File: config.mk
export PLATFORM = sky130hd
export DESIGN_NAME = css_top
export DESIGN_NICKNAME = d
export VERILOG_FILES = /design/src/rtl/css_pkg.sv /design/src/rtl/css_top.sv
export VERILOG_INCLUDE_DIRS = /design/src /design/src/rtl
export SDC_FILE = /design/constraint.sdc
export NUM_CORES = 1
export LEC_CHECK = 0
export ABC_AREA = 1
export ABC_CLOCK_PERIOD_IN_PS = 13350
export BUFFER_PORTS_ARGS = -buffer_cell sky130_fd_sc_hd__buf_2
export CORE_ASPECT_RATIO = 1.2
export CORE_UTILIZATION = 60
export CTS_BUF_LIST = sky130_fd_sc_hd__clkbuf_16
export DETAILED_ROUTE_END_ITERATION = 7
export PLACE_DENSITY_LB_ADDON = 0.25
export SETUP_SLACK_MARGIN = 0.1
export SLEW_MARGIN = 20
export SYNTH_ARGS = -nofsm -noshare
export SYNTH_HDL_FRONTEND = slang
export SYNTH_SLANG_ARGS = --single-unit
File: constraint.sdc
create_clock -name MCLK -period 13.35 [get_ports MCLK]
set_clock_uncertainty 0.1 [all_clocks]
set_input_delay 2.67 -clock MCLK [delete_from_list [all_inputs] [get_ports MCLK]]
set_output_delay 2.67 -clock MCLK [all_outputs]
set_load 0.05 [all_outputs]
File: src/rtl/css_defines.svh
// Constants of the control source select block.
// Behaviour
// - Serial mode is high when either selection pin group is all zeros.
// - Shared pins go to the serial side in serial mode, else to the decoder.
// - Serial mode blocks output-mode pins; otherwise serial register writes are ignored.
// - Every function takes its bits through its own mux under one enable bit.
// - All enable bits are zero after reset, so pin decoders drive every function.
// - A mux switches to register bits in the same cycle its enable is set.
// - Output dividers live at 0x15 to 0x18, enabled by 0x14 bit 2.
// - 0x0E bit 2 gives calibration to registers; bit 7 issues calibration when written together with bit 2.
// - Register control persists outside serial mode until cleared in serial mode.
// - Each reference path has divide-by-5, doubler and 14-bit divider settings.
// - Single differential reference keeps the secondary path inactive.
// - Crystal path is a fixed doubler followed by a 14-bit divider.
// - Switchover modes 0 and 1 change reference on failure and fall to the crystal when both fail.
// - VCO prescaler divides by 5 or 6 as configured.
// - Two 10-bit output dividers follow the prescaler.
// - Feedback divider sets oscillator to phase detector frequency ratio.
`ifndef CSS_DEFINES_SVH
`define CSS_DEFINES_SVH
`define CSS_IDX_VCO_CAL   6'h0e
`define CSS_IDX_OUT_EN    6'h14
`define CSS_IDX_P1_LO     6'h15
`define CSS_IDX_P1_HI     6'h16
`define CSS_IDX_P2_LO     6'h17
`define CSS_IDX_P2_HI     6'h18
`define CSS_IDX_SWITCH    6'h29
`define CSS_IDX_REF_CTRL  6'h30
`define CSS_IDX_RDIV_A    6'h31
`define CSS_IDX_RDIV_B    6'h32
`define CSS_IDX_RDIV_X    6'h33
`define CSS_IDX_NDIV      6'h34
`define CSS_IDX_STATUS    6'h35
`define CSS_CAL_EN_BIT    2
`define CSS_CAL_GO_BIT    7
`define CSS_OUT_EN_BIT    2
`define CSS_P0_BIT        7
`define CSS_REF_EN_BIT    0
`define CSS_DIFF_BIT      1
`define CSS_PRE_A_BIT     2
`define CSS_DBL_A_BIT     3
`define CSS_PRE_B_BIT     4
`define CSS_DBL_B_BIT     5
`define CSS_RST_EN        1'b0
`define CSS_RST_P         10'h001
`define CSS_RST_RDIV      14'h0001
`define CSS_RST_NDIV      20'h00001
`define CSS_RST_SWMODE    2'h0
`define CSS_PIN_RDIV      14'h0001
`endif

File: src/rtl/css_pkg.sv
// Types of the control source select block.
package css_pkg;
    typedef struct packed {
        logic       div6;
        logic [9:0] p1;
        logic [9:0] p2;
    } css_out_div_t;
    typedef struct packed {
        logic        prescale5;
        logic        double;
        logic [13:0] rdiv;
    } css_ref_path_t;
    typedef enum logic [1:0] {
        SEL_NONE,
        SEL_PRIMARY,
        SEL_SECONDARY,
        SEL_CRYSTAL
    } css_sel_t;
endpackage : css_pkg

File: src/rtl/css_top.sv
// Control source select: pin decoders, function muxes, register slave and switchover.
`timescale 1ns/1ps
`default_nettype none
`include "css_defines.svh"
module css_top
    import css_pkg::*;
(
    input  wire logic          MCLK,
    input  wire logic          RESET,
    input  wire logic [3:0]    IN_FREQ_SEL,
    input  wire logic [5:0]    OUT_FREQ_SEL,
    input  wire logic [2:0]    SHARED_SERIAL_OUTMODE_PINS,
    output logic [2:0]         SERIAL_PORT_PINS,
    output logic [2:0]         OUTPUT_MODE_BITS,
    output logic               SERIAL_MODE,
    input  wire logic          PRIMARY_REF_OK,
    input  wire logic          SECONDARY_REF_OK,
    input  wire logic          CRYSTAL_OK,
    input  wire logic          FORCE_SECONDARY,
    output css_sel_t           REF_SELECT,
    output css_ref_path_t      PRIMARY_REF_PATH,
    output css_ref_path_t      SECONDARY_REF_PATH,
    output logic               SECONDARY_ACTIVE,
    output logic [13:0]        CRYSTAL_RDIV,
    output logic               CRYSTAL_DOUBLE,
    output logic [19:0]        FEEDBACK_DIV,
    output css_out_div_t       OUTPUT_DIVIDERS,
    output logic               VCO_CAL_START,
    input  wire logic          WB_CYC_I,
    input  wire logic          WB_STB_I,
    input  wire logic          WB_WE_I,
    input  wire logic [7:0]    WB_ADR_I,
    input  wire logic [3:0]    WB_SEL_I,
    input  wire logic [31:0]   WB_DAT_I,
    output logic [31:0]        WB_DAT_O,
    output logic               WB_ACK_O
);

    // ------------------------------------------------------------------
    // Pin decoders
    // ------------------------------------------------------------------
    function automatic css_out_div_t pin_out_div(input logic [5:0] y);
        css_out_div_t d;
        d = '{1'b1, 10'h001, 10'h001};
        case (y)
            6'h01: d = '{1'b0, 10'h003, 10'h003};
            6'h02: d = '{1'b0, 10'h003, 10'h006};
            6'h03: d = '{1'b0, 10'h003, 10'h00c};
            6'h04: d = '{1'b0, 10'h003, 10'h02d};
            6'h05: d = '{1'b0, 10'h003, 10'h168};
            6'h06: d = '{1'b0, 10'h003, 10'h1e0};
            6'h07: d = '{1'b0, 10'h006, 10'h006};
            6'h08: d = '{1'b0, 10'h006, 10'h00c};
            6'h09: d = '{1'b0, 10'h006, 10'h02d};
            6'h0a: d = '{1'b0, 10'h006, 10'h168};
            6'h0b: d = '{1'b0, 10'h006, 10'h1e0};
            6'h0c: d = '{1'b0, 10'h00c, 10'h00c};
            6'h0d: d = '{1'b0, 10'h00c, 10'h02d};
            6'h0e: d = '{1'b0, 10'h00c, 10'h168};
            6'h0f: d = '{1'b0, 10'h00c, 10'h1e0};
            6'h10: d = '{1'b0, 10'h02d, 10'h02d};
            6'h11: d = '{1'b0, 10'h02d, 10'h168};
            6'h12: d = '{1'b0, 10'h02d, 10'h1e0};
            6'h13: d = '{1'b0, 10'h168, 10'h168};
            6'h14: d = '{1'b0, 10'h168, 10'h1e0};
            6'h15: d = '{1'b0, 10'h1e0, 10'h1e0};
            6'h16: d = '{1'b1, 10'h004, 10'h004};
            6'h17: d = '{1'b1, 10'h004, 10'h005};
            6'h18: d = '{1'b1, 10'h004, 10'h019};
            6'h19: d = '{1'b1, 10'h005, 10'h005};
            6'h1a: d = '{1'b1, 10'h005, 10'h019};
            6'h1b: d = '{1'b1, 10'h019, 10'h019};
            6'h1c: d = '{1'b1, 10'h004, 10'h004};
            6'h1d: d = '{1'b1, 10'h004, 10'h008};
            6'h1e: d = '{1'b1, 10'h004, 10'h020};
            6'h1f: d = '{1'b1, 10'h008, 10'h008};
            6'h20: d = '{1'b1, 10'h008, 10'h020};
            6'h21: d = '{1'b1, 10'h020, 10'h020};
            6'h22: d = '{1'b1, 10'h004, 10'h004};
            6'h23: d = '{1'b1, 10'h004, 10'h005};
            6'h24: d = '{1'b1, 10'h004, 10'h00a};
            6'h25: d = '{1'b1, 10'h004, 10'h12c};
            6'h26: d = '{1'b1, 10'h004, 10'h190};
            6'h27: d = '{1'b1, 10'h006, 10'h006};
            6'h28: d = '{1'b1, 10'h006, 10'h00c};
            6'h29: d = '{1'b1, 10'h006, 10'h018};
            6'h2a: d = '{1'b1, 10'h00c, 10'h00c};
            6'h2b: d = '{1'b1, 10'h00c, 10'h018};
            6'h2c: d = '{1'b1, 10'h190, 10'h190};
            6'h2d: d = '{1'b1, 10'h001, 10'h001};
            6'h2e: d = '{1'b1, 10'h001, 10'h002};
            6'h2f: d = '{1'b1, 10'h001, 10'h004};
            6'h30: d = '{1'b1, 10'h002, 10'h002};
            6'h31: d = '{1'b1, 10'h002, 10'h004};
            6'h32: d = '{1'b1, 10'h004, 10'h004};
            6'h33: d = '{1'b1, 10'h001, 10'h001};
            default: d = '{1'b1, 10'h001, 10'h001};
        endcase
        return d;
    endfunction : pin_out_div

    function automatic logic [19:0] pin_feedback(input logic [3:0] a, input logic [5:0] y);
        logic [19:0] n;
        logic        hi;
        n  = `CSS_RST_NDIV;
        hi = (a == 4'hf);
        if (a == 4'hd && y >= 6'h2d && y <= 6'h32) begin
            n = 20'h005e8;
        end else if (a == 4'he && y == 6'h33) begin
            n = 20'h00300;
        end else if (a == 4'hd || a == 4'he || y > 6'h2c) begin
            n = `CSS_RST_NDIV;
        end else if (y <= 6'h15 || (y >= 6'h22 && y <= 6'h26)) begin
            n = hi ? 20'h43800 : 20'h38400;
        end else if (y <= 6'h1b) begin
            n = hi ? 20'h44aa2 : 20'h39387;
        end else if (y <= 6'h21) begin
            n = hi ? 20'h44580 : 20'h38f40;
        end else if (y <= 6'h2b) begin
            n = hi ? 20'h41eb0 : 20'h36ee8;
        end else begin
            n = hi ? 20'h43da0 : 20'h388b0;
        end
        return n;
    endfunction : pin_feedback

    logic         serial_mode;
    css_out_div_t pin_div;
    logic [19:0]  pin_ndiv;

    assign serial_mode = (IN_FREQ_SEL == 4'h0) || (OUT_FREQ_SEL == 6'h00);
    assign pin_div     = pin_out_div(OUT_FREQ_SEL);
    assign pin_ndiv    = pin_feedback(IN_FREQ_SEL, OUT_FREQ_SEL);
    assign SERIAL_MODE = serial_mode;

    // ------------------------------------------------------------------
    // Shared pin routing
    // ------------------------------------------------------------------
    assign SERIAL_PORT_PINS = serial_mode ? SHARED_SERIAL_OUTMODE_PINS : 3'h0;
    assign OUTPUT_MODE_BITS = serial_mode ? 3'h0 : SHARED_SERIAL_OUTMODE_PINS;

    // ------------------------------------------------------------------
    // Register slave
    // ------------------------------------------------------------------
    logic        req;
    logic        wr;
    logic [5:0]  idx;
    logic        cal_en;
    logic        out_en;
    logic        ref_en;
    logic        diff_mode;
    logic [3:0]  ref_opts;
    logic        reg_div6;
    logic [9:0]  reg_p1;
    logic [9:0]  reg_p2;
    logic [1:0]  sw_mode;
    logic [13:0] reg_rdiv_a;
    logic [13:0] reg_rdiv_b;
    logic [13:0] reg_rdiv_x;
    logic [19:0] reg_ndiv;
    logic [31:0] next_rdata;
    css_sel_t    sel;
    css_sel_t    next_sel;

    assign req = WB_CYC_I && WB_STB_I && !WB_ACK_O;
    assign idx = WB_ADR_I[7:2];
    assign wr  = req && WB_WE_I && WB_SEL_I[0] && serial_mode;

    always_ff @(posedge MCLK or posedge RESET) begin
        if (RESET) begin
            WB_ACK_O <= 1'b0;
        end else begin
            WB_ACK_O <= req;
        end
    end

    always_ff @(posedge MCLK or posedge RESET) begin
        if (RESET) begin
            cal_en <= `CSS_RST_EN;
            out_en <= `CSS_RST_EN;
            ref_en <= `CSS_RST_EN;
        end else if (wr) begin
            if (idx == `CSS_IDX_VCO_CAL) begin
                cal_en <= WB_DAT_I[`CSS_CAL_EN_BIT];
            end else if (idx == `CSS_IDX_OUT_EN) begin
                out_en <= WB_DAT_I[`CSS_OUT_EN_BIT];
            end else if (idx == `CSS_IDX_REF_CTRL) begin
                ref_en <= WB_DAT_I[`CSS_REF_EN_BIT];
            end
        end
    end

    always_ff @(posedge MCLK or posedge RESET) begin
        if (RESET) begin
            reg_div6   <= 1'b0;
            reg_p1     <= `CSS_RST_P;
            reg_p2     <= `CSS_RST_P;
            sw_mode    <= `CSS_RST_SWMODE;
            diff_mode  <= 1'b0;
            ref_opts   <= 4'h0;
            reg_rdiv_a <= `CSS_RST_RDIV;
            reg_rdiv_b <= `CSS_RST_RDIV;
            reg_rdiv_x <= `CSS_RST_RDIV;
            reg_ndiv   <= `CSS_RST_NDIV;
        end else if (wr) begin
            if (idx == `CSS_IDX_P1_LO) begin
                reg_p1[7:0] <= WB_DAT_I[7:0];
            end else if (idx == `CSS_IDX_P1_HI) begin
                reg_p1[9:8] <= WB_DAT_I[1:0];
            end else if (idx == `CSS_IDX_P2_LO) begin
                reg_p2[7:0] <= WB_DAT_I[7:0];
            end else if (idx == `CSS_IDX_P2_HI) begin
                reg_p2[9:8] <= WB_DAT_I[1:0];
                reg_div6    <= WB_DAT_I[`CSS_P0_BIT];
            end else if (idx == `CSS_IDX_SWITCH) begin
                sw_mode <= WB_DAT_I[7:6];
            end else if (idx == `CSS_IDX_REF_CTRL) begin
                diff_mode <= WB_DAT_I[`CSS_DIFF_BIT];
                ref_opts  <= WB_DAT_I[`CSS_DBL_B_BIT:`CSS_PRE_A_BIT];
            end else if (idx == `CSS_IDX_RDIV_A) begin
                reg_rdiv_a <= WB_DAT_I[13:0];
            end else if (idx == `CSS_IDX_RDIV_B) begin
                reg_rdiv_b <= WB_DAT_I[13:0];
            end else if (idx == `CSS_IDX_RDIV_X) begin
                reg_rdiv_x <= WB_DAT_I[13:0];
            end else if (idx == `CSS_IDX_NDIV) begin
                reg_ndiv <= WB_DAT_I[19:0];
            end
        end
    end

    always_comb begin
        next_rdata = 32'h0;
        if (!serial_mode) begin
            next_rdata = 32'h0;
        end else if (idx == `CSS_IDX_VCO_CAL) begin
            next_rdata = {29'h0, cal_en, 2'h0};
        end else if (idx == `CSS_IDX_OUT_EN) begin
            next_rdata = {29'h0, out_en, 2'h0};
        end else if (idx == `CSS_IDX_P1_LO) begin
            next_rdata = {24'h0, reg_p1[7:0]};
        end else if (idx == `CSS_IDX_P1_HI) begin
            next_rdata = {30'h0, reg_p1[9:8]};
        end else if (idx == `CSS_IDX_P2_LO) begin
            next_rdata = {24'h0, reg_p2[7:0]};
        end else if (idx == `CSS_IDX_P2_HI) begin
            next_rdata = {24'h0, reg_div6, 5'h0, reg_p2[9:8]};
        end else if (idx == `CSS_IDX_SWITCH) begin
            next_rdata = {24'h0, sw_mode, 6'h0};
        end else if (idx == `CSS_IDX_REF_CTRL) begin
            next_rdata = {26'h0, ref_opts, diff_mode, ref_en};
        end else if (idx == `CSS_IDX_RDIV_A) begin
            next_rdata = {18'h0, reg_rdiv_a};
        end else if (idx == `CSS_IDX_RDIV_B) begin
            next_rdata = {18'h0, reg_rdiv_b};
        end else if (idx == `CSS_IDX_RDIV_X) begin
            next_rdata = {18'h0, reg_rdiv_x};
        end else if (idx == `CSS_IDX_NDIV) begin
            next_rdata = {12'h0, reg_ndiv};
        end else if (idx == `CSS_IDX_STATUS) begin
            next_rdata = {24'h0, CRYSTAL_OK, SECONDARY_REF_OK, PRIMARY_REF_OK, 2'h0, sel, 1'b1};
        end
    end

    always_ff @(posedge MCLK or posedge RESET) begin
        if (RESET) begin
            WB_DAT_O <= 32'h0;
        end else if (req && !WB_WE_I) begin
            WB_DAT_O <= next_rdata;
        end
    end

    // ------------------------------------------------------------------
    // Function muxes
    // ------------------------------------------------------------------
    css_ref_path_t pin_ref;
    css_ref_path_t reg_ref [2];
    css_ref_path_t path    [2];

    assign pin_ref    = '{1'b0, 1'b0, `CSS_PIN_RDIV};
    assign reg_ref[0] = '{ref_opts[0], ref_opts[1], reg_rdiv_a};
    assign reg_ref[1] = '{ref_opts[2], ref_opts[3], reg_rdiv_b};

    genvar g;
    generate
        for (g = 0; g < 2; g++) begin : g_ref
            assign path[g] = ref_en ? reg_ref[g] : pin_ref;
        end
    endgenerate

    assign PRIMARY_REF_PATH   = path[0];
    assign SECONDARY_REF_PATH = path[1];
    assign SECONDARY_ACTIVE   = !(ref_en && diff_mode);
    assign CRYSTAL_DOUBLE     = 1'b1;
    assign CRYSTAL_RDIV       = ref_en ? reg_rdiv_x : `CSS_PIN_RDIV;
    assign FEEDBACK_DIV       = ref_en ? reg_ndiv : pin_ndiv;
    assign OUTPUT_DIVIDERS    = out_en ? '{reg_div6, reg_p1, reg_p2} : pin_div;

    // ------------------------------------------------------------------
    // VCO calibration
    // ------------------------------------------------------------------
    logic [40:0] pin_snap;

    always_ff @(posedge MCLK or posedge RESET) begin
        if (RESET) begin
            pin_snap      <= 41'h0;
            VCO_CAL_START <= 1'b0;
        end else begin
            pin_snap <= {pin_div, pin_ndiv};
            if (wr && idx == `CSS_IDX_VCO_CAL) begin
                VCO_CAL_START <= WB_DAT_I[`CSS_CAL_GO_BIT] && WB_DAT_I[`CSS_CAL_EN_BIT];
            end else begin
                VCO_CAL_START <= !cal_en && (pin_snap != {pin_div, pin_ndiv});
            end
        end
    end

    // ------------------------------------------------------------------
    // Switchover
    // ------------------------------------------------------------------
    logic b_ok;

    assign b_ok = SECONDARY_REF_OK && SECONDARY_ACTIVE;

    always_comb begin
        next_sel = SEL_NONE;
        case (sw_mode)
            2'h2: begin
                if (FORCE_SECONDARY && b_ok) next_sel = SEL_SECONDARY;
                else if (PRIMARY_REF_OK) next_sel = SEL_PRIMARY;
            end
            2'h3: begin
                if (b_ok) next_sel = SEL_SECONDARY;
            end
            default: begin
                if (FORCE_SECONDARY && b_ok) next_sel = SEL_SECONDARY;
                else if (sw_mode == 2'h1 && sel == SEL_SECONDARY && b_ok) next_sel = SEL_SECONDARY;
                else if (PRIMARY_REF_OK) next_sel = SEL_PRIMARY;
                else if (b_ok) next_sel = SEL_SECONDARY;
                else if (CRYSTAL_OK) next_sel = SEL_CRYSTAL;
            end
        endcase
    end

    always_ff @(posedge MCLK or posedge RESET) begin
        if (RESET) begin
            sel <= SEL_NONE;
        end else begin
            sel <= next_sel;
        end
    end

    assign REF_SELECT = sel;

    // ------------------------------------------------------------------
    // Assertions
    // ------------------------------------------------------------------
    property p_serial_mode;
        @(posedge MCLK) disable iff (RESET)
        SERIAL_MODE == ((IN_FREQ_SEL == 4'h0) || (OUT_FREQ_SEL == 6'h00));
    endproperty
    a_serial_mode: assert property (p_serial_mode) else $error("serial mode decode wrong");

    property p_routing;
        @(posedge MCLK) disable iff (RESET)
        SERIAL_MODE ? (SERIAL_PORT_PINS == SHARED_SERIAL_OUTMODE_PINS && OUTPUT_MODE_BITS == 3'h0)
                    : (OUTPUT_MODE_BITS == SHARED_SERIAL_OUTMODE_PINS && SERIAL_PORT_PINS == 3'h0);
    endproperty
    a_routing: assert property (p_routing) else $error("shared pins misrouted");

    property p_no_write_outside;
        @(posedge MCLK) disable iff (RESET)
        !SERIAL_MODE |=> $stable(out_en) && $stable(reg_p1) && $stable(ref_en);
    endproperty
    a_no_write_outside: assert property (p_no_write_outside) else $error("write taken outside serial mode");

    property p_mux_select;
        @(posedge MCLK) disable iff (RESET)
        out_en |-> OUTPUT_DIVIDERS == {reg_div6, reg_p1, reg_p2};
    endproperty
    a_mux_select: assert property (p_mux_select) else $error("divider mux not on registers");

    property p_pin_select;
        @(posedge MCLK) disable iff (RESET)
        !ref_en |-> FEEDBACK_DIV == pin_ndiv && PRIMARY_REF_PATH == pin_ref;
    endproperty
    a_pin_select: assert property (p_pin_select) else $error("mux not on pin decoders");

    property p_enable_write;
        @(posedge MCLK) disable iff (RESET)
        wr && idx == `CSS_IDX_OUT_EN |=> out_en == $past(WB_DAT_I[`CSS_OUT_EN_BIT]);
    endproperty
    a_enable_write: assert property (p_enable_write) else $error("divider enable not written");

    property p_cal_cmd;
        @(posedge MCLK) disable iff (RESET)
        wr && idx == `CSS_IDX_VCO_CAL && WB_DAT_I[7] && WB_DAT_I[2] |=> VCO_CAL_START ##1 !VCO_CAL_START;
    endproperty
    a_cal_cmd: assert property (p_cal_cmd) else $error("calibration command lost");

    property p_diff_inactive;
        @(posedge MCLK) disable iff (RESET)
        ref_en && diff_mode |=> REF_SELECT != SEL_SECONDARY;
    endproperty
    a_diff_inactive: assert property (p_diff_inactive) else $error("secondary used in differential mode");

    property p_holdover;
        @(posedge MCLK) disable iff (RESET)
        sw_mode[1] == 1'b0 && !PRIMARY_REF_OK && !SECONDARY_REF_OK && CRYSTAL_OK |=> REF_SELECT == SEL_CRYSTAL;
    endproperty
    a_holdover: assert property (p_holdover) else $error("holdover not entered");

    property p_ack;
        @(posedge MCLK) disable iff (RESET)
        WB_CYC_I && WB_STB_I && !WB_ACK_O |=> WB_ACK_O ##1 !WB_ACK_O;
    endproperty
    a_ack: assert property (p_ack) else $error("bus ack timing wrong");

endmodule : css_top
`default_nettype wire

Word-level counts from Yosys, hierarchy flattened
Memories as Yosys holds them, arrays and structs flattened.
Index checks and enable logic that the tools add are counted.

word-level totals
  memory bits (read-only) = 1216
  memories kept = 1
  word-level logic and storage cells = 147
  output and inout port bits = 132
  register bits after elaboration = 170

memories
  memory            words  width  read ports  clocked after memory_dff  write ports  line           RTL
  (name not given)  64     19     1           0                         0            css_top.sv:45  case (y)

cells by class
  reductions and logical operators = 41
  multiplexer cells = 43
  magnitude comparators = 9
  bitwise logic cells = 11
  eq/ne operators = 22

operators with widths
  operator              number
  $mux W20              14
  $mux W19              12
  $eq A6 B6 Y1 const B  8
  $ne A41 B41 Y1        1
  $mux W16              2
  $eq A6 B5 Y1 const B  5
  $le A6 B6 Y1 const B  4
  $mux W21              1
  $logic_and A1 B1 Y1   18
  $mux W14              1
  $mux W2               7
  $eq A4 B4 Y1 const B  3
  $ge A6 B6 Y1 const B  2
  $le A6 B5 Y1 const B  2
  $not A1 Y1            11
  $reduce_and A11 Y1    1
  $reduce_and A10 Y1    1
  $reduce_and A9 Y1     1
  $mux W8               1
  $reduce_and A4 Y1     2
  $reduce_and A8 Y1     1
  $reduce_and A7 Y1     1
  $eq A2 B2 Y1 const B  3
  $eq A6 B4 Y1 const B  1
  13 further kinds      23

Logic depth before layout (Yosys ltp)
Gate-level depths: netlist (run 1).

  word-level depth = 15
  gate-level depth with buffers = 19

Least setup slack after synthesis (run 1)
No wires, ideal clock.

  path type = input -> output
  start point = in OUT_FREQ_SEL[1]
  end point = out FEEDBACK_DIV[13]
  path buffers = 1
  slack = 5.747 ns
  stages = 9
  arrival time = 4.833 ns
  data required time = 10.580 ns
  cells stage by stage = inv_1 > ha_1 > inv_1 > nand4_1 > nand3_1 > buf_4 > o21ai_0 > nand2_1 > o21ai_0

between the ends
  word-level cells in the longest chain between the ends = 9
  elaborated cells between the ends (all ways) = 24
  those cells by class = 9 x order compare; 1 x eq/ne; 8 x mux; 6 x reduce/logical

RTL lines
  what          line            RTL
  from (decl)   css_top.sv:11   input wire logic [5:0] OUT_FREQ_SEL,
  $le A6 B6 Y1  css_top.sv:119  end else if (y <= 6'h2b) begin
  $mux W19      css_top.sv:119
  $mux W19      css_top.sv:117  end else if (y <= 6'h21) begin
  $mux W19      css_top.sv:115  end else if (y <= 6'h1b) begin
  $mux W19      css_top.sv:113  end else if (y <= 6'h15 || (y >= 6'h22 && y <= 6'h26)) begin
  $mux W19      css_top.sv:111  end else if (a == 4'hd || a == 4'he || y > 6'h2c) begin
  $mux W19      css_top.sv:109  end else if (a == 4'he && y == 6'h33) begin
  $mux W19 *    css_top.sv:107  if (a == 4'hd && y >= 6'h2d && y <= 6'h32) begin
  $mux W20 *    css_top.sv:296  assign FEEDBACK_DIV = ref_en ? reg_ndiv : pin_ndiv;
  to (decl)     css_top.sv:26   output logic [19:0] FEEDBACK_DIV,

Every way passes the cells marked *; elsewhere a longest branch is shown, timed or not.

Final worst setup path (run 1)
  start point = in OUT_FREQ_SEL[2]
  end point = out FEEDBACK_DIV[5]

between the ends
  word-level cells in the longest chain between the ends = 9
  elaborated cells between the ends (all ways) = 24
  those cells by class = 9 x order compare; 1 x eq/ne; 8 x mux; 6 x reduce/logical

RTL lines
  what             line            RTL
  $le A6 B6 Y1     css_top.sv:119
  $mux W19         css_top.sv:119
  $mux W19         css_top.sv:117
  $mux W19         css_top.sv:115
  $mux W19         css_top.sv:113
  $mux W19         css_top.sv:111
  $mux W19         css_top.sv:109
  $mux W19 *       css_top.sv:107
  via pin_ndiv[5]  css_top.sv:129  logic [19:0] pin_ndiv;
  $mux W20 *       css_top.sv:296

Mark *: on every way through the listed nets, which the timed path passes. The rest lies on a longest branch.

==> flow_summary_export.csv, run 1 <==
group,metric,value,unit
floorplan,die-area,15820,sq um
power,p_per_area,105.6,nW/um^2
cts,cts_tree,"yes",
setup_path,critPathLaunchType,"input port",
routing,ant_nets,0,
setup_path,reg2reg_to,"WB_DAT_O[7]",
placed_design,port_buffers,167,
min_path,holdPathEnd,"WB_DAT_O[0]",
global_route,grt_overflow_total,0,
synthesis,yosysWarnings,0,
sta,fmax,124.8,MHz
cts,clock_path_buffers,2,
power,peakVddDrop,0.00008028,V
setup_path,cp.arrival,5240,ps
floorplan,core.rowCount,49,
cts,clockRootBuffer,"clkbuf_16",
job,cap_violations,0,
setup_path,critPathKind,"input port to output port",
final_layout,drive_gt1_frac,0.1498,
global_route,gr-usage-all-layers,0.3702,
synthesis,ys_ff_latch,154,
min_path,hold_path_class,"register to register",
global_route,grt_pass1_vias,8509,
floorplan,ios,198,
routing,routed_via_density,5.504,
floorplan,floorplan.initialDensity,0.6144,
placed_design,placed_area,10060,sq um
floorplan,die_w,115.0,um
setup_path,worstPathRequired,10580,ps
cts,post_cts_resized,0,
sta,hold_violations,0,
setup_path,worstSetupEndpointType,"output port",
routing,via_count,9429,
sta,rsz0062_at_grt,"false",
setup_path,r2r_cells,9,
floorplan,coreArea,14960,sq um
setup_path,r2r_start,"WB_ACK_O",
sta,setup-tns-final,0,ps
outcome,status,"finished clean",
min_path,hp-start,"WB_DAT_O[0]",
placed_design,dp_hpwl,21.36,mm
synthesis,syn-instance-count,1354,
cts,worstSkewPairLatency,430,ps
synthesis,synth_area,9191,sq um
power,leakage,6.131,nW
sta,fin_crit,8010,ps
final_layout,nNetsFinal,1573,
floorplan,die_y,137.6,um
synthesis,synth_cell_types,41,
final_layout,stdcell_area,10630,sq um
synthesis,synth_edf_count,0,
sta,slew_headroom,0.4012,
sta,setup_viol,0,
cts,path_clk_slew,60,ps
routing,drt_iter0_markers,949,
synthesis,avgSynthCellArea,6.788,sq um
min_path,min_path_cells,2,
synthesis,synth_ff_type,"dfrtp_1",
sta,fin_crit_sh,0.6000,
routing,drc,0,
routing,wl,28.67,mm
routing,firstDrtPassIters,6,
final_layout,fill_cells,1328,
sta,worst_pin_slew,896.0,ps
final_layout,syn_to_final_growth,15.61,%
setup_path,path_max_fanout,26,
global_route,grt_pass1_wl,44.28,mm
cts,htree_levels,4,
synthesis,synthArstFlopShare,1.000,
cts,cts_hold_buffers,0,
final_layout,diodes,0,
routing,avgRoutedWirePerCell,16.74,um
placed_design,routabilityCongestion,0.9395,
setup_path,reg2reg_slack,10700,ps
cts,cts_sinks,154,
global_route,grt_max_degree,86,
cts,post_cts_buffers,0,
synthesis,seq_area_frac_synth,0.4201,
global_route,antenna_found_initial,0,
sta,slew_violations,0,
cts,cts_made_buffers,17,
-- cells in the final DEF, fill, tap and decap left out, types with 2 or more instances in the layout --
| master | count |
|---|---|
| nand2_1 | 476 |
| inv_1 | 192 |
| buf_2 | 167 |
| o21ai_0 | 161 |
| dfrtp_1 | 147 |
| nor2_1 | 102 |
| nand3_1 | 81 |
| a21oi_1 | 22 |
| nand4_1 | 22 |
| clkbuf_16 | 17 |
| conb_1 | 13 |
| ha_1 | 11 |
| o221ai_1 | 9 |
| o2111ai_1 | 7 |
| inv_2 | 6 |
| nand3b_1 | 6 |
| inv_6 | 6 |
| dfstp_2 | 6 |
| nor3_1 | 5 |
| o211ai_1 | 4 |
| nor2_2 | 4 |
| xor2_1 | 4 |
| o31ai_1 | 3 |
| nand2_2 | 3 |
| a31oi_1 | 3 |
| xnor2_1 | 3 |
| clkinv_4 | 3 |
| a221oi_1 | 2 |
| clkinv_1 | 2 |
| inv_8 | 2 |
| clkinv_8 | 2 |
| buf_4 | 2 |
-- critical path: stages --
cell     delay (ps)
buf_2           260
nor2_1          710
nand2_1         380
nand3_1         170
nand3_1          90
nor2_1          130
inv_1           170
nand2_1         190
nand2_1          60
o21ai_0          80
buf_2           310
-- where the power goes --
group,internal [mW],switching [mW]
Clock,0.246,0.215
Sequential,0.478,0.00626
Combinational,0.0431,0.135
-- worst max-delay path by stage --
| stage | from | to | slack, ps | depth (start not counted) |
|---|---|---|---|---|
| finish | OUT_FREQ_SEL[2] | FEEDBACK_DIV[5] | 5340 | 11 |
| detailed placement | OUT_FREQ_SEL[2] | FEEDBACK_DIV[9] | 5390 | 11 |
| global route | OUT_FREQ_SEL[2] | FEEDBACK_DIV[6] | 5120 | 12 |
| floorplan | OUT_FREQ_SEL[1] | FEEDBACK_DIV[13] | 5750 | 9 |
| CTS | OUT_FREQ_SEL[2] | FEEDBACK_DIV[9] | 5380 | 11 |
| global placement | OUT_FREQ_SEL[2] | FEEDBACK_DIV[5] | 5380 | 11 |
-- final cells by class --
type                       instances  area, sq um  area share
sequential                       154         3862      0.3635
clock inverter                    15        137.6     0.01295
tap                              204        255.2     0.02402
multi-input combinational        955         4343      0.4087
timing repair buffer             169        850.8     0.08007
clock buffer                      17        425.4     0.04003
inverter                         199        752.0     0.07076
-- cells in the mapped netlist (9+ instances only) --
library cell / count / area share
nand2_1: 477 / 0.19
ha_1: 11 / 0.015
nor2_1: 102 / 0.042
clkbuf_1: 33 / 0.013
nand4_1: 22 / 0.015
dfrtp_1: 148 / 0.40
buf_4: 16 / 0.013
inv_1: 193 / 0.079
o21ai_0: 161 / 0.088
a21oi_1: 22 / 0.012
nand3_1: 81 / 0.044
o221ai_1: 9 / 0.0086
-- sequential cells by signal, summed over array words and instances (netlist names), 2 cells and up --
register    count
pin_snap       37
WB_DAT_O       20
reg_ndiv       20
reg_rdiv_a     14
reg_rdiv_b     14
reg_rdiv_x     14
reg_p1         10
reg_p2         10
ref_opts        4
REF_SELECT      2
sw_mode         2
-- metal layers --
metal | part of all wire | track usage | vias to the layer above
met1 | 0.41 | 0.4792 | 4372
met3 | 0.065 | 0.05895 | 93
li1 | - | - | 4541
met2 | 0.48 | 0.6041 | 423
met5 | 0 | 0 | -
met4 | 0.041 | 0.1840 | 0
-- logic make-up after synthesis --
| kind of cell | count (synthesis) | share of synthesized area |
|---|---|---|
| AND/OR/NAND/NOR | 705 | 0.3132 |
| AO/OA/AOI/OAI | 219 | 0.1320 |
| buffers and inverters | 256 | 0.1122 |
| other | 2 | 0.0008171 |
| flip-flops | 154 | 0.4201 |
| adder cells (fa/ha/maj) | 11 | 0.01497 |
| XOR/XNOR | 7 | 0.006670 |
-- metrics by stage --
step | hold WS [ps] | total power [mW] | setup slack (ps) | std cells | util
global route | 401.6 | 1.163 | 5116 | 1713 | 0.7104
CTS | 377.8 | 1.122 | 5376 | 1713 | 0.7104
detailed placement | 360.3 | 0.6679 | 5387 | 1681 | 0.6727
floorplan | 353.0 | 0.6214 | 5747 | 1365 | -
global placement | 334.4 | 0.6647 | 5377 | 1681 | 0.6725
finish | 375.8 | 1.122 | 5340 | 1713 | 0.7104
Note: power is estimated with default switching activity, not from simulation.
==> run 2: changes to the inputs <==
--- a/config.mk
+++ b/config.mk
@@ -7,10 +7,10 @@
 export NUM_CORES = 1
 export LEC_CHECK = 0
 export ABC_AREA = 1
-export ABC_CLOCK_PERIOD_IN_PS = 13350
+export ABC_CLOCK_PERIOD_IN_PS = 7750
 export BUFFER_PORTS_ARGS = -buffer_cell sky130_fd_sc_hd__buf_2
 export CORE_ASPECT_RATIO = 1.2
-export CORE_UTILIZATION = 60
+export CORE_UTILIZATION = 56
 export CTS_BUF_LIST = sky130_fd_sc_hd__clkbuf_16
 export DETAILED_ROUTE_END_ITERATION = 7
 export PLACE_DENSITY_LB_ADDON = 0.25
==> constraint.sdc (replaced) <==
create_clock -name MCLK -period 7.75 [get_ports MCLK]
set_clock_uncertainty 0.1 [all_clocks]
set_input_delay 1.55 -clock MCLK [delete_from_list [all_inputs] [get_ports MCLK]]
set_output_delay 1.55 -clock MCLK [all_outputs]
set_load 0.05 [all_outputs]
==> run 2 against run 1 <==
  * Final area grew 0.18%
  * Non-clock buffer count grew 1
  * Sequential share of layout area shrank 0.064 points
  * Register-to-register slack lost 5700 ps
  * Critical path type unchanged
  * Worst setup slack lost 3200 ps
==> flow_summary_export.csv, run 2 (synthesized netlist as in run 1, its figures left out) <==
group,metric,value,unit
sta,fin_crit_sh,0.7266,
global_route,grt_pass1_wl,45.65,mm
final_layout,diodes,0,
final_layout,syn_to_final_growth,15.82,%
final_layout,layout_common_cells,"nand2_1 (476), inv_1 (193), buf_2 (167)",
final_layout,regMostFlops,"pin_snap",
power,power,1.950,mW
cts,cts_hold_buffers,0,
sta,rsz0062_at_grt,"false",
floorplan,die_w,119.0,um
floorplan,coreArea,15830,sq um
cts,post_cts_resized,0,
global_route,gr-usage-all-layers,0.3488,
setup_path,worstPathRequired,6100,ps
placed_design,dp_hpwl,21.11,mm
routing,via_count,9530,
floorplan,die_y,142.3,um
floorplan,die-area,16930,sq um
power,p_per_area,183.1,nW/um^2
routing,drt_iter0_markers,926,
final_layout,final_common_cell,"nand2_1",
cts,path_clk_slew,60,ps
floorplan,core.rowCount,50,
setup_path,worstSetupEndpointType,"output port",
cts,htree_levels,4,
min_path,hold_path_class,"register to register",
cts,clock_path_buffers,2,
sta,setup-tns-final,0,ps
setup_path,critPathKind,"input port to output port",
sta,slew_headroom,0.3818,
final_layout,drive_gt1_frac,0.1503,
power,leakage,6.134,nW
placed_design,routabilityCongestion,0.9711,
final_layout,top_regs,"pin_snap (37), WB_DAT_O (20), reg_ndiv (20)",
sta,setup_viol,0,
routing,routed_via_density,5.547,
routing,avgRoutedWirePerCell,16.73,um
sta,worst_slack,2119,ps
global_route,grt_overflow_total,0,
sta,worst_pin_slew,925.0,ps
cts,cts_tree,"yes",
cts,worstSkewPairLatency,430,ps
routing,wl,28.74,mm
placed_design,port_buffers,167,
cts,clockRootBuffer,"clkbuf_16",
cts,cts_sinks,154,
setup_path,path_max_fanout,12,
setup_path,critPathLaunchType,"input port",
placed_design,dp_slack,2214,ps
global_route,antenna_found_initial,1,
final_layout,utilization,0.6726,
sta,slew_violations,0,
cts,cts_made_buffers,17,
final_layout,largest_reg_flops,37,
routing,ant_nets,0,
routing,firstDrtPassIters,6,
job,cap_violations,0,
floorplan,floorplan.initialDensity,0.5807,
floorplan,ios,198,
sta,fin_crit,5631,ps
routing,drc,0,
outcome,status,"finished clean",
power,peakVddDrop,0.0001422,V
global_route,grt_max_degree,81,
setup_path,cp.arrival,3980,ps
sta,hold_violations,0,
sta,fmax,177.6,MHz
global_route,grt_pass1_vias,8838,
cts,post_cts_buffers,0,
final_layout,nNetsFinal,1574,
[run 2: cell count changes in the layout (fill, tap and decap cells not counted), sizes merged]
cell	previous run	this run
clkinv	8	4
clkinvlp	0	3
buf	169	170
bufinv	0	1
[run 2: through the flow]
step	cell area, sq um	hold slack, ps	instances
3_3_place_gp	10070	332.8	1686
5_1_grt	10650	402.8	1718
2_1_floorplan	9233	353.0	1365
6_report	10650	374.5	1718
3_5_place_dp	10070	346.0	1686
4_1_cts	10640	377.6	1718
[run 2: cell type report]
class                      instances  area [sq um]
multi-input combinational        955          4343
sequential                       154          3862
tap                              208         260.3
inverter                         199         752.0
clock inverter                    15         140.1
timing repair buffer             170         862.1
fill                            1416          5182
clock buffer                      17         425.4
[run 2: per-layer routing]
layer	wire length, um	share of wire	GRT usage	vias to the layer above
met1	11630	0.40	0.4377	4434
met5	11	0.00038	0	-
met2	14090	0.49	0.5829	472
li1	-	-	-	4539
met4	1035	0.036	0.1659	2
met3	1977	0.069	0.06490	83
[run 2: worst max-delay path, stage by stage]
cell and delay [ps]:
buf_2 180, inv_1 250, ha_1 370, inv_1 100, nand4_1 150, nand3_1 390
nand2_2 260, inv_2 80, nand2_1 110, nand2_1 110, nand2_1 90, o21ai_0 100
buf_2 240
[run 2: power by group]
part | internal (mW) | leakage (nW) | total, mW | switching (mW)
sequential | 0.824 | 2.04 | 0.834 | 0.0108
combinational | 0.0748 | 3.82 | 0.305 | 0.230
clock | 0.448 | 0.273 | 0.811 | 0.363
total | 1.35 | 6.13 | 1.95 | 0.604
[run 2: path summary, 6_finish.rpt]
| path | startpoint | to | slack [ps] | depth (start not counted) |
|---|---|---|---|---|
| hold / removal | WB_DAT_O[5] | WB_DAT_O[5] | 370 | 2 |
| hold reg to reg | WB_DAT_O[5] | WB_DAT_O[5] | 370 | 2 |
| max in group asynchronous | RESET | pin_snap[21] | 5250 | 3 |
| setup / recovery | OUT_FREQ_SEL[1] | FEEDBACK_DIV[6] | 2120 | 13 |
| setup reg to reg | WB_ACK_O | WB_DAT_O[7] | 4990 | 9 |
| min in group asynchronous | RESET | ref_opts[3] | 1110 | 2 |
==> run 3: changes to the inputs <==
--- a/config.mk
+++ b/config.mk
@@ -7,10 +7,10 @@
 export NUM_CORES = 1
 export LEC_CHECK = 0
 export ABC_AREA = 1
-export ABC_CLOCK_PERIOD_IN_PS = 7750
+export ABC_CLOCK_PERIOD_IN_PS = 5000
 export BUFFER_PORTS_ARGS = -buffer_cell sky130_fd_sc_hd__buf_2
 export CORE_ASPECT_RATIO = 1.2
-export CORE_UTILIZATION = 56
+export CORE_UTILIZATION = 50
 export CTS_BUF_LIST = sky130_fd_sc_hd__clkbuf_16
 export DETAILED_ROUTE_END_ITERATION = 7
 export PLACE_DENSITY_LB_ADDON = 0.25
==> constraint.sdc (replaced) <==
create_clock -name MCLK -period 5 [get_ports MCLK]
set_clock_uncertainty 0.1 [all_clocks]
set_input_delay 1 -clock MCLK [delete_from_list [all_inputs] [get_ports MCLK]]
set_output_delay 1 -clock MCLK [all_outputs]
set_load 0.05 [all_outputs]
==> run 3 against run 2 <==
  * Worst hold slack got worse by 23 ps
  * Via count down 1.8%
  * Global-route usage down 4.1 points
  * Clock-buffer cell count did not move
  * First-iteration DRC count down 11%
  * Sequential share of layout area shrank 0.42 points
  * Final area up 1.2%
  * Non-clock buffer count grew 3
  * Sequential cell count did not move
  * Critical endpoint is now FEEDBACK_DIV[8]
  * Register-to-register slack lost 2600 ps
  * Cell count rose by 0.87%
  * Die area increased by 12%
==> flow_summary_export.csv, run 3 (synthesized netlist as in run 1, its figures left out) <==
group,metric,value,unit
outcome,status,"finished clean",
cts,cts_sinks,154,
placed_design,routabilityCongestion,0.9751,
floorplan,ios,198,
job,cap_violations,0,
cts,cts_hold_buffers,0,
sta,hold_violations,0,
cts,path_clk_slew,70,ps
power,peakVddDrop,0.0002216,V
sta,fin_crit_sh,0.8827,
floorplan,die_w,125.8,um
power,pwr-share-seq,0.404,
setup_path,critPathLaunchType,"input port",
setup_path,critPathKind,"input port to output port",
global_route,grt_pass1_wl,45.02,mm
routing,wl,28.48,mm
setup_path,crit_end,"FEEDBACK_DIV[8]",
routing,avgRoutedWirePerCell,16.43,um
cts,clock_path_buffers,2,
setup_path,worstPathRequired,3900,ps
final_layout,stdcell_area,10770,sq um
setup_path,path_max_fanout,12,
placed_design,port_buffers,167,
sta,fin_crit,4413,ps
cts,cts_tree,"yes",
setup_path,r2r_start,"WB_ACK_O",
routing,drt_iter0_markers,826,
cts,post_cts_buffers,0,
setup_path,critPathLaunch,"OUT_FREQ_SEL[1]",
final_layout,layout_common_cells,"nand2_1 (477), inv_1 (194), buf_2 (167)",
final_layout,final_common_cell,"nand2_1",
final_layout,top_regs,"pin_snap (37), WB_DAT_O (20), reg_ndiv (20)",
power,pwr-share-comb,0.148,
setup_path,reg2reg_slack,2370,ps
final_layout,diodes,0,
power,p_per_area,297.0,nW/um^2
sta,worst_pin_slew,887.3,ps
placed_design,dp_hpwl,21.03,mm
power,switchingPower,0.9151,mW
routing,ant_nets,0,
cts,worstSkewPairLatency,430,ps
final_layout,syn_to_final_growth,17.17,%
min_path,hp-start,"WB_ACK_O",
setup_path,reg2reg_to,"WB_DAT_O[1]",
final_layout,regMostFlops,"pin_snap",
min_path,hold_path_class,"register to register",
routing,via_count,9358,
power,swShare,0.2861,
global_route,gr-usage-all-layers,0.3075,
global_route,grt_overflow_total,0,
setup_path,cp.arrival,3310,ps
routing,drc,0,
cts,cts_made_buffers,17,
global_route,grt_pass1_vias,8553,
placed_design,placed_area,10120,sq um
cts,clockRootBuffer,"clkbuf_16",
sta,setup_viol,0,
cts,htree_levels,4,
final_layout,seq_area,3862,sq um
floorplan,coreArea,17770,sq um
floorplan,die_y,150.5,um
power,clkPwrFrac,0.448,
sta,rsz0062_at_grt,"false",
power,p_int,2.284,mW
sta,setup-tns-final,0,ps
floorplan,core.rowCount,53,
setup_path,worstSetupEndpointType,"output port",
final_layout,largest_reg_flops,37,
floorplan,floorplan.initialDensity,0.5172,
final_layout,multi_input_area,4340,sq um
floorplan,die-area,18930,sq um
setup_path,r2r_cells,9,
sta,slew_headroom,0.4070,
final_layout,drive_gt1_frac,0.1507,
final_layout,fill_cells,1745,
final_layout,utilization,0.6060,
sta,whs,351.8,ps
sta,fmax,226.6,MHz
sta,slew_violations,0,
global_route,grt_max_degree,155,
routing,firstDrtPassIters,6,
cts,post_cts_resized,0,
final_layout,nNetsFinal,1577,
routing,routed_via_density,5.400,
power,leakage,6.197,nW
global_route,antenna_found_initial,0,
## run 3: power groups by stage
| stage | clock network, mW | logic (mW) | registers, mW |
|---|---|---|---|
| 2_1_floorplan | 0 | 0.338 | 1.32 |
| 3_3_place_gp | 0 | 0.465 | 1.31 |
| 3_5_place_dp | 0 | 0.468 | 1.32 |
| 4_1_cts | 1.44 | 0.470 | 1.29 |
| 5_1_grt | 1.49 | 0.521 | 1.30 |
| 6_report | 1.43 | 0.472 | 1.29 |
## run 3: worst min path at each step
stage                           to  slack (ps)  depth (start not counted)
after floorplan           reg_div6         350                          2
after global placement    WB_ACK_O         340                          1
after detailed placement  WB_ACK_O         350                          1
after CTS                 WB_ACK_O         360                          1
after global routing      WB_ACK_O         390                          1
final                     WB_ACK_O         350                          1
## run 3: stage by stage
| stage | total power [mW] | setup WS, ps | instances |
|---|---|---|---|
| CTS | 3.201 | 632.2 | 1733 |
| detailed placement | 1.783 | 650.9 | 1701 |
| finish | 3.199 | 586.6 | 1733 |
| floorplan | 1.659 | 736.5 | 1365 |
| global route | 3.305 | 333.2 | 1733 |
| global placement | 1.778 | 665.8 | 1701 |
## run 3: worst max-delay path, cell delays in order
cell and delay [ps]:
buf_2 170, inv_1 240, ha_1 360, inv_1 90, nand4_1 150, nand3_1 370
nand2_2 250, inv_2 80, nand2_1 70, nand2_1 100, nand2_1 80, o21ai_0 100
buf_2 240
## run 3: layout make-up
class	count	share of cell area
Multi-Input combinational cell	955	0.4030
Sequential cell	154	0.3587
Timing Repair Buffer	173	0.08296
Inverter	199	0.06971
Clock buffer	17	0.03950
Tap cell	220	0.02556
Clock inverter	15	0.02056
## run 3: layer usage
layer / wire, um / GRT usage / up-vias
met2: 13860 / 0.5178 / 381
met3: 1908 / 0.05011 / 56
met1: 11980 / 0.3994 / 4373
met4: 740 / 0.1169 / 0
met5: 0 / 0 / -
li1: - / - / 4548
